[config.mk]
export PLATFORM = sky130hd
export DESIGN_NAME = xcbt_top
export DESIGN_NICKNAME = d
export VERILOG_FILES = /design/src/hdl/xcbt_pkg.sv /design/src/hdl/xcbt_chain_if.sv /design/src/hdl/xcbt_top.sv /design/src/hdl/xcbt_tree.sv
export SDC_FILE = /design/constraint.sdc
export NUM_CORES = 1
export LEC_CHECK = 0
export BUFFER_PORTS_ARGS = -buffer_cell sky130_fd_sc_hd__buf_4
export CORE_AREA = 4 4 88 90
export DETAILED_ROUTE_END_ITERATION = 12
export DIE_AREA = 0 0 92 94
export PLACE_DENSITY = 0.76
export SYNTH_ARGS = -nofsm -noshare
export SYNTH_HDL_FRONTEND = slang
export SYNTH_SLANG_ARGS = --single-unit
[constraint.sdc]
create_clock -name clk_in -period 6.7 [get_ports clk_in]
set_clock_uncertainty 0.1 [all_clocks]
set_input_delay 1.34 -clock clk_in [delete_from_list [all_inputs] [get_ports clk_in]]
set_output_delay 1.34 -clock clk_in [all_outputs]
set_load 0.03 [all_outputs]
[src/hdl/xcbt_pkg.sv]
// Package with constants for the board test chain block.
package xcbt_pkg;
	localparam int XCBT_NUM_CHAINS = 8;
	localparam int XCBT_MAX_GATES = 64;
	localparam int XCBT_CH1_LEN = 35;
	localparam int XCBT_CH2_LEN = 33;
	localparam int XCBT_CH3_LEN = 38;
	localparam int XCBT_CH4_LEN = 36;
	localparam int XCBT_CH7_LEN = 33;
	localparam int XCBT_CH8_LEN = 31;
	localparam logic [5:0] XCBT_CODE_FIRST = 6'h2d;
	localparam logic [5:0] XCBT_CODE_SECOND = 6'h23;
	localparam logic XCBT_SEED = 1'h1;
	typedef enum logic [1:0] {
		XCBT_IDLE = 2'h0,
		XCBT_WAIT1 = 2'h1,
		XCBT_WAIT2 = 2'h3,
		XCBT_ARMED = 2'h2
	} xcbt_state_t;
endpackage

[src/hdl/xcbt_chain_if.sv]
// Interface carrying the chain inputs and results between modules.
`timescale 1ns/1ps
`default_nettype none
interface xcbt_chain_if;
	logic [xcbt_pkg::XCBT_MAX_GATES-1:0] pins [xcbt_pkg::XCBT_NUM_CHAINS];
	logic [xcbt_pkg::XCBT_NUM_CHAINS-1:0] result;
	modport top (output pins, input result);
	modport tree (input pins, output result);
endinterface
`default_nettype wire

[src/hdl/xcbt_top.sv]
// Board test chain logic with strap capture and video code entry.
// Functional notes
// Each gate takes pin and previous gate output.
// First gate seeded with logic high.
// Last gate drives chain output pin.
// Eight independent chains, under 65 gates.
// Even ones give 1, odd give 0.
// Chain bidirectional pins act as inputs only.
// Tester drives paired strobes complementary.
// Row strobe low across reset enters chains 1-6; the code enters chains 1-4 only, with chains 5-6 tied low.
// Tester keeps reset high while testing.
// Address bit 2 low across reset: chains 7-8.
// Tester presents first video code with clock pulse.
// Tester presents second video code with clock pulse.
// Chain outputs follow pins without clock.
// Tester walks ones, expects alternating output.
// Gates in pin buffers; entry by straps only.
// Chain 1: 35 inputs onto address bit 5.
// Chain 2: 33 inputs onto address bit 2.
// Chain 3: 38 inputs onto address bit 0.
// Chain 4: 36 inputs onto address bit 9.
// Chains 7-8 armed after both codes in order.
// Straps sampled at reset release, held until reset.
`timescale 1ns/1ps
`default_nettype none
module xcbt_top
	import xcbt_pkg::*;
#(
	parameter int CH1_LEN = XCBT_CH1_LEN,
	parameter int CH2_LEN = XCBT_CH2_LEN,
	parameter int CH3_LEN = XCBT_CH3_LEN,
	parameter int CH4_LEN = XCBT_CH4_LEN,
	parameter int CH7_LEN = XCBT_CH7_LEN,
	parameter int CH8_LEN = XCBT_CH8_LEN
) (
	input wire logic clk_in,
	input wire logic rst_n_in,
	input wire logic mem_row_strobe_pin_in,
	input wire logic mem_addr_bit2_pin_in,
	input wire logic video_port_clock_pin_in,
	input wire logic [5:0] video_port_data_pins_in,
	input wire logic [CH1_LEN-1:0] chain1_pins_in,
	input wire logic [CH2_LEN-1:0] chain2_pins_in,
	input wire logic [CH3_LEN-1:0] chain3_pins_in,
	input wire logic [CH4_LEN-1:0] chain4_pins_in,
	input wire logic [CH7_LEN-1:0] chain7_pins_in,
	input wire logic [CH8_LEN-1:0] chain8_pins_in,
	input wire logic [3:0] func_addr_out_in,
	output logic [3:0] chain_pins_oe_out,
	output logic test_low_mode_out,
	output logic test_high_mode_out,
	output logic mem_addr_bit5_pin_out,
	output logic mem_addr_bit2_pin_out,
	output logic mem_addr_bit0_pin_out,
	output logic mem_addr_bit9_pin_out,
	output logic mem_addr_bit8_pin_out,
	output logic mem_addr_bit4_pin_out
);
	xcbt_chain_if ch ();
	xcbt_state_t state_q, state_d;
	logic low_mode_q, low_mode_d;
	logic armed_q;
	logic strap_taken_q;
	logic vclk_q;
	logic [3:0] oe_q;
	logic [3:0] func_q;
	logic vclk_rise;
	logic code1_hit, code2_hit;

	// Place each chain's pins in the low slots; unused slots stay low.
	assign ch.pins[0] = {{(XCBT_MAX_GATES-CH1_LEN){1'h0}}, chain1_pins_in};
	assign ch.pins[1] = {{(XCBT_MAX_GATES-CH2_LEN){1'h0}}, chain2_pins_in};
	assign ch.pins[2] = {{(XCBT_MAX_GATES-CH3_LEN){1'h0}}, chain3_pins_in};
	assign ch.pins[3] = {{(XCBT_MAX_GATES-CH4_LEN){1'h0}}, chain4_pins_in};
	assign ch.pins[4] = '0;
	assign ch.pins[5] = '0;
	assign ch.pins[6] = {{(XCBT_MAX_GATES-CH7_LEN){1'h0}}, chain7_pins_in};
	assign ch.pins[7] = {{(XCBT_MAX_GATES-CH8_LEN){1'h0}}, chain8_pins_in};

	xcbt_tree u_tree (
		.ch(ch)
	);

	// Video code decode, each code taken as the video clock rises.
	assign vclk_rise = video_port_clock_pin_in & ~vclk_q;
	assign code1_hit = vclk_rise & (video_port_data_pins_in == XCBT_CODE_FIRST);
	assign code2_hit = vclk_rise &
		(video_port_data_pins_in == XCBT_CODE_SECOND);

	// Entry sequencer; a wrong code other than the first sends it back to wait for the first.
	always_comb begin
		state_d = state_q;
		case (state_q)
			XCBT_IDLE: begin
				state_d = XCBT_IDLE;
			end
			XCBT_WAIT1: begin
				if (code1_hit) begin
					state_d = XCBT_WAIT2;
				end
			end
			XCBT_WAIT2: begin
				if (code2_hit) begin
					state_d = XCBT_ARMED;
				end else if (vclk_rise && !code1_hit) begin
					state_d = XCBT_WAIT1;
				end
			end
			XCBT_ARMED: begin
				state_d = XCBT_ARMED;
			end
			default: begin
				state_d = XCBT_IDLE;
			end
		endcase
		// Straps are looked at once, on the first edge after reset release.
		if (!strap_taken_q) begin
			state_d = mem_addr_bit2_pin_in ? XCBT_IDLE : XCBT_WAIT1;
		end
	end

	// The row strobe strap is caught once and held until the next reset.
	assign low_mode_d = strap_taken_q ? low_mode_q :
		~mem_row_strobe_pin_in;

	// Mode state; reset loads constants only, the straps come in afterward.
	always_ff @(posedge clk_in or negedge rst_n_in) begin
		if (!rst_n_in) begin
			state_q <= XCBT_IDLE;
			low_mode_q <= 1'h0;
			strap_taken_q <= 1'h0;
			vclk_q <= 1'h0;
			armed_q <= 1'h0;
		end else begin
			state_q <= state_d;
			low_mode_q <= low_mode_d;
			strap_taken_q <= 1'h1;
			vclk_q <= video_port_clock_pin_in;
			armed_q <= (state_d == XCBT_ARMED);
		end
	end

	// Mode-side registers. The chain results are not retimed: a board
	// tester may apply vectors with the clock stopped, so the result pins
	// must follow the chain pins. Only the mode select and the functional
	// value behind the output mux come from flops.
	always_ff @(posedge clk_in or negedge rst_n_in) begin
		if (!rst_n_in) begin
			func_q <= '0;
			oe_q <= '0;
		end else begin
			func_q <= func_addr_out_in;
			oe_q <= {4{~low_mode_d}};
		end
	end

	// Chain pins are inputs while the low mode is active, and from reset until the straps are taken.
	assign chain_pins_oe_out = oe_q;
	assign test_low_mode_out = low_mode_q;
	assign test_high_mode_out = armed_q;

	// Result pins follow the clockless tree while a mode is latched.
	assign mem_addr_bit5_pin_out = low_mode_q ? ch.result[0] :
		func_q[0];
	assign mem_addr_bit2_pin_out = low_mode_q ? ch.result[1] :
		func_q[1];
	assign mem_addr_bit0_pin_out = low_mode_q ? ch.result[2] :
		func_q[2];
	assign mem_addr_bit9_pin_out = low_mode_q ? ch.result[3] :
		func_q[3];
	assign mem_addr_bit8_pin_out = armed_q & ch.result[6];
	assign mem_addr_bit4_pin_out = armed_q & ch.result[7];

	// Chain checks; the expected result levels come from the pin parity, the enable and idle levels from the modes.
	a_chain_parity: assert property (
		@(posedge clk_in) disable iff (!rst_n_in)
		low_mode_q |-> mem_addr_bit5_pin_out == ~(^chain1_pins_in))
		else $error("chain one parity wrong");
	a_chain_seed: assert property (
		@(posedge clk_in) disable iff (!rst_n_in)
		low_mode_q && (chain2_pins_in == '0) |-> mem_addr_bit2_pin_out)
		else $error("chain two seed wrong");
	a_out_select: assert property (
		@(posedge clk_in) disable iff (!rst_n_in)
		low_mode_q |-> mem_addr_bit0_pin_out == ~(^chain3_pins_in))
		else $error("chain three not on output");
	a_chain_four: assert property (
		@(posedge clk_in) disable iff (!rst_n_in)
		low_mode_q |-> mem_addr_bit9_pin_out == ~(^chain4_pins_in))
		else $error("chain four parity wrong");
	a_high_parity: assert property (
		@(posedge clk_in) disable iff (!rst_n_in)
		armed_q |-> mem_addr_bit8_pin_out == ~(^chain7_pins_in) &&
			mem_addr_bit4_pin_out == ~(^chain8_pins_in))
		else $error("high chain parity wrong");
	a_high_gate: assert property (
		@(posedge clk_in) disable iff (!rst_n_in)
		!armed_q |-> !mem_addr_bit8_pin_out && !mem_addr_bit4_pin_out)
		else $error("high chain output while not armed");
	a_oe_off: assert property (
		@(posedge clk_in) disable iff (!rst_n_in)
		low_mode_q && $past(low_mode_q) |-> chain_pins_oe_out == 4'h0)
		else $error("chain pin driven in test");
	a_oe_on: assert property (
		@(posedge clk_in) disable iff (!rst_n_in)
		strap_taken_q && !low_mode_q |-> chain_pins_oe_out == 4'hf)
		else $error("chain pin released outside test");

	// Mode and entry checks.
	a_strap_hold: assert property (
		@(posedge clk_in) disable iff (!rst_n_in)
		strap_taken_q && $past(strap_taken_q) |-> $stable(low_mode_q))
		else $error("low mode changed after capture");
	a_code_order: assert property (
		@(posedge clk_in) disable iff (!rst_n_in)
		$rose(armed_q) |-> $past(state_q == XCBT_WAIT2, 1))
		else $error("armed without second code");
	a_code_first: assert property (
		@(posedge clk_in) disable iff (!rst_n_in)
		(state_q == XCBT_WAIT1 && strap_taken_q && code1_hit)
		|=> state_q == XCBT_WAIT2)
		else $error("first code missed");
	a_code_second: assert property (
		@(posedge clk_in) disable iff (!rst_n_in)
		(state_q == XCBT_WAIT2 && code2_hit) |=> armed_q)
		else $error("second code missed");
	a_code_restart: assert property (
		@(posedge clk_in) disable iff (!rst_n_in)
		(state_q == XCBT_WAIT2 && vclk_rise && !code1_hit && !code2_hit)
		|=> state_q == XCBT_WAIT1)
		else $error("wrong code did not restart entry");
	a_strap_high: assert property (
		@(posedge clk_in) disable iff (!rst_n_in)
		$rose(strap_taken_q) && mem_addr_bit2_pin_in |=> !armed_q)
		else $error("high chains armed without strap");

	// Scenario covers.
	c_low_mode: cover property (@(posedge clk_in) $rose(low_mode_q));
	c_armed: cover property (@(posedge clk_in) $rose(armed_q));
	c_toggle: cover property (@(posedge clk_in)
		low_mode_q && $changed(mem_addr_bit5_pin_out));
	c_restart: cover property (@(posedge clk_in)
		state_q == XCBT_WAIT2 && vclk_rise && !code2_hit);
	c_refused: cover property (@(posedge clk_in)
		state_q == XCBT_IDLE && strap_taken_q && code1_hit);
endmodule // xcbt_top
`default_nettype wire

[src/hdl/xcbt_tree.sv]
// Combinational chains of exclusive-or gates seeded with logic high.
`timescale 1ns/1ps
`default_nettype none
module xcbt_tree
	import xcbt_pkg::*;
(
	xcbt_chain_if.tree ch
);
	// Folds a chain gate by gate; unused positions are held low by the caller.
	function automatic logic chain_fold(input logic [XCBT_MAX_GATES-1:0] p);
		logic acc;
		acc = XCBT_SEED;
		for (int i = 0; i < XCBT_MAX_GATES; i++) begin
			acc = acc ^ p[i];
		end
		return acc;
	endfunction

	// One independent result per chain, with no clock on the path.
	for (genvar c = 0; c < XCBT_NUM_CHAINS; c++) begin : g_chain
		assign ch.result[c] = chain_fold(ch.pins[c]);
	end
endmodule // xcbt_tree
`default_nettype wire

### Word-level counts from Yosys, hierarchy flattened

Index checks and enable logic that the tools add are counted.

* reduce and logical (&&, ||, !) cells: 3
* bitwise gates (word level): 214
* equality and inequality tests: 6
* muxes and demuxes: 11

Operators by type and width (number)
* 1-bit XOR: 200
* 6-bit == test (second input constant): 2
* 1-bit inverter: 9
* 2-bit two-way mux: 4
* 2-bit one-hot mux with 4 select lines: 1
* 2-bit == test (second input constant): 3
* 1-bit two-way mux: 6
* 1-bit bitwise AND: 5
* 2-bit by 1-bit == test with 1-bit output (second input constant): 1
* 2-bit zero test: 1
* 1-bit logical AND: 1
* 1-bit zero test: 1

* word-level logic and storage cells: 241
* input port bits: 221
* register bits: 11
* output and inout port bits: 12

### Logic depth before layout (Yosys ltp)

* depth after elaboration: 39
* gate-level depth with buffers: 6
* gate-level depth less buffers: 6

### Modules after synthesis

Synthesis repeated with hierarchy kept, for this count alone.

* cell total of the unflattened synthesis: 539
* area, all modules: 4921.0 um^2

By module, submodules not included
* xcbt_tree: area an instance 4439.3 um^2, cells an instance 499, times used 1, seq. area each 0.0 um^2
* xcbt_top: area an instance 481.7 um^2, cells an instance 40, times used 1, seq. area each 275.3 um^2

### Least setup slack after synthesis

Ideal clock, no wire load.

* kind: input to output
* from: input port chain1_pins_in[33]
* to: output port mem_addr_bit5_pin_out
* data arrival time: 2845 ps
* setup slack: 2415 ps
* data required time: 5260 ps
* path buffers: 0
* cell stages on the path: 6
* path through: xor2_1 -> xnor2_1 -> xnor2_1 -> xnor3_1 -> xnor2_1 -> a21oi_1

* longest elaborated chain between the ends: 3

RTL lines
* start: declaration: line xcbt_top.sv:42 `input wire logic [CH1_LEN-1:0] chain1_pins_in,`
* 1-bit XOR (2 in series): line xcbt_tree.sv:14 `acc = acc ^ p[i];`
* 1-bit two-way mux: line xcbt_top.sv:163 `assign mem_addr_bit5_pin_out = low_mode_q ? ch.result[0] :`
* end: declaration: line xcbt_top.sv:52 `output logic mem_addr_bit5_pin_out,`

No other way between the ends.

### Final worst setup path

* from: input port chain4_pins_in[0]
* to: output port mem_addr_bit9_pin_out

* longest elaborated chain between the ends: 37

RTL lines
* start: declaration: line xcbt_top.sv:45 `input wire logic [CH4_LEN-1:0] chain4_pins_in,`
* 1-bit inverter (no source line)
* 1-bit XOR (35 in series): line xcbt_tree.sv:14
* 1-bit two-way mux: line xcbt_top.sv:169 `assign mem_addr_bit9_pin_out = low_mode_q ? ch.result[3] :`
* end: declaration: line xcbt_top.sv:55 `output logic mem_addr_bit9_pin_out,`

No other way between the ends.

==> impl_metrics.env <==
export IMPL_syn_nets=456
export IMPL_synth_cells=235
export IMPL_syn_area_sq_um=2230
export IMPL_die_x_microns=92
export IMPL_power_share_sequential=0.103
export IMPL_wl_per_cell_microns=12.3
export IMPL_start_util=0.317
export IMPL_drc=0
export IMPL_hold_violations=0
export IMPL_setup_viol=0
export IMPL_post_synth_main_area_contributors="xnor2_1 (65%), dfrtp_1 (12%), xor2_1 (9.0%)"
export IMPL_grt_use_met2=0.321
export IMPL_setup_tns_final_ns=0
export IMPL_rsz0062_at_grt="no"
export IMPL_end_kind="output pin"
export IMPL_drtIter0Drc=10
export IMPL_cp_data_arrival_time_ns=2.95
export IMPL_synth_warnings=0
export IMPL_grt_pass1_vias=2515
export IMPL_power_density_nw_per_um2=173
export IMPL_fmax_mhz=228
export IMPL_drt_first_pass_iters=4
export IMPL_met1_usage=0.144
export IMPL_postCtsHoldBufs=0
export IMPL_critPathLaunchType="primary input"
export IMPL_fin_area_sq_um=4120
export IMPL_synth_cell_types=19
export IMPL_crit_end="mem_addr_bit9_pin_out"
export IMPL_comb_power_share=0.806
export IMPL_numCtsBuffers=3
export IMPL_clock_sinks=11
export IMPL_synth_top_area_cell="xnor2_1"
export IMPL_drive_gt1_frac=0.511
export IMPL_critPathLaunch="chain4_pins_in[0]"
export IMPL_viasPerCell=4.11
export IMPL_grt_max_degree=12
export IMPL_r2r_cells=6
export IMPL_core_area_sq_um=7060
export IMPL_rr_startpoint="vclk_q"
export IMPL_area_growth_syn_to_layout_pct=84.5
export IMPL_place_area_sq_um=4080
export IMPL_clkTransAtPathRegs_ns=0.05
export IMPL_r2r_setup_slack_ns=5.27
export IMPL_slew_violations=0
export IMPL_drtAntennaViolNets=0
export IMPL_syn_avg_cell_area_sq_um=9.51
export IMPL_period_needed_ns=4.39
export IMPL_cts_setup_buffers=0
export IMPL_top_usage_layer="met2"
export IMPL_grt_ovfl_total=0
export IMPL_seq_area_frac_synth=0.123
export IMPL_htree_num_levels=1
export IMPL_clockBufferDepth=2
export IMPL_insertion_delay_ns=0.23
export IMPL_hp_class="reg2reg"
export IMPL_n_antenna_cell=0
export IMPL_timing_rr_end="test_high_mode_out"
export IMPL_ys_ff_latch=11
export IMPL_die_area_sq_um=8650
export IMPL_io_buffers=232
export IMPL_use_met3=0.0449
export IMPL_drv_cap=0
export IMPL_p_sw_uw=255
export IMPL_pin_count=233
export IMPL_cp_required_ns=5.26
export IMPL_peakVddDrop_uv=72.2
export IMPL_sw_frac_of_total=0.357
export IMPL_clkPwrFrac=0.091
export IMPL_path_class="in2out"
export IMPL_gr_usage_all_layers=0.152
export IMPL_drt_wl_total_mm=6.95
export IMPL_antenna_found_initial=0
export IMPL_ctsResizeCount=0
export IMPL_root_buffer="clkbuf_8"
export IMPL_timing_final_crit_share=0.656
export IMPL_status="completed"
export IMPL_hpwl_mm=6.53
export IMPL_p_leak_nw=1.86
export IMPL_gp_congestion=0.690
export IMPL_grt_pass1_wl_mm=10.7
export IMPL_power_internal_uw=459
export IMPL_crit_fanout=1
export IMPL_vias=2333
export IMPL_final_nets=690
export IMPL_fp_dieH_microns=94
export IMPL_cts_tree="built"
export IMPL_fin_util=0.584
export IMPL_synth_top_area_share=0.651
export IMPL_row_count=31
[final cells by class]
cell class	instances	area, sq um
Multi-Input combinational cell	219	1930
Inverter	2	7.51
Clock buffer	4	45.0
Timing Repair Buffer	232	1740
Fill cell	653	2940
Tap cell	99	124
Sequential cell	11	275
[power groups by stage]
stage	registers (mW)	clock network [mW]	logic, mW
after floorplan	0.0760	0	0.396
after global placement	0.0747	0	0.573
after detailed placement	0.0748	0	0.584
after CTS	0.0737	0.0690	0.587
after global routing	0.0743	0.0736	0.619
final	0.0735	0.0648	0.575
[through the flow]
step | power, mW | hold WS [ns] | std cells | worst slack [ns]
6_report | 0.714 | 0.399 | 567 | 2.31
3_3_place_gp | 0.648 | 0.402 | 563 | 2.35
5_1_grt | 0.767 | 0.434 | 567 | 2.19
2_1_floorplan | 0.472 | 0.369 | 235 | 2.41
4_1_cts | 0.730 | 0.409 | 567 | 2.29
3_5_place_dp | 0.659 | 0.406 | 563 | 2.31
[registers in the layout, summed over array words and instances (netlist names)]
register / count
test_high_mode_out: 1
func_q: 4
vclk_q: 1
strap_taken_q: 1
test_low_mode_out: 1
state_q: 2
chain_pins_oe_out: 1
[cells by family (layout without fill, tap and decap cells)]
group	count (synthesis)	count (layout)	synth area share
AOI/OAI and AO/OA	6	6	0.0162
xor gates and xnor gates	195	195	0.798
buffers and inverters	5	238	0.0134
DFF	11	11	0.123
muxes	3	3	0.0151
other	1	1	0.00168
and+or+nand+nor	14	14	0.0319
[per-layer routing]
layer	part of all wire	vias up	routed length, microns
li1	-	1183	-
met1	0.31	1017	2140
met2	0.58	127	4010
met3	0.11	6	749
met4	0.0069	0	48
met5	0	-	0
[cells in the mapped netlist]
master,count
o31a_1,1
mux2_2,3
nor2b_1,2
xnor3_1,5
inv_1,2
nor2_1,3
nand2_1,4
dfrtp_1,11
xnor2_2,1
buf_4,3
nand4_1,1
a21oi_1,2
and2_1,3
o21a_1,1
o21ai_0,2
conb_1,1
xnor2_1,166
nand3b_1,1
xor2_1,23
[worst min-delay path by stage]
| stage | start | endpoint | slack [ns] | cells past startpoint |
|---|---|---|---|---|
| after detailed placement | strap_taken_q | state_q[0] | 0.41 | 1 |
| after global routing | strap_taken_q | state_q[0] | 0.43 | 1 |
| after global placement | strap_taken_q | state_q[0] | 0.40 | 1 |
| final | strap_taken_q | state_q[0] | 0.40 | 1 |
| after CTS | strap_taken_q | state_q[0] | 0.41 | 1 |
| after floorplan | strap_taken_q | state_q[0] | 0.37 | 1 |
[cell usage in the layout, fill, tap and decap left out]
master | Yosys | layout
clkbuf_8 | 0 | 3
nand2_1 | 4 | 4
o31a_1 | 1 | 1
nor2b_1 | 2 | 2
nand3b_1 | 1 | 1
xnor2_1 | 166 | 166
mux2_2 | 3 | 3
nand4_1 | 1 | 1
conb_1 | 1 | 1
xnor3_1 | 5 | 5
and2_1 | 3 | 3
dfrtp_1 | 11 | 11
buf_4 | 3 | 232
inv_1 | 2 | 2
o21ai_0 | 2 | 2
clkbuf_1 | 0 | 1
nor2_1 | 3 | 3
a21oi_1 | 2 | 2
xor2_1 | 23 | 23
xnor2_2 | 1 | 1
o21a_1 | 1 | 1
[critical path, stage by stage]
cell     delay (ns)
buf_4          0.11
xnor2_1        0.21
xnor2_1        0.17
xnor2_1        0.15
xnor3_1        0.42
xnor2_1        0.13
mux2_2         0.26
buf_4          0.17
No activity file was read; power rests on OpenSTA's default activity.
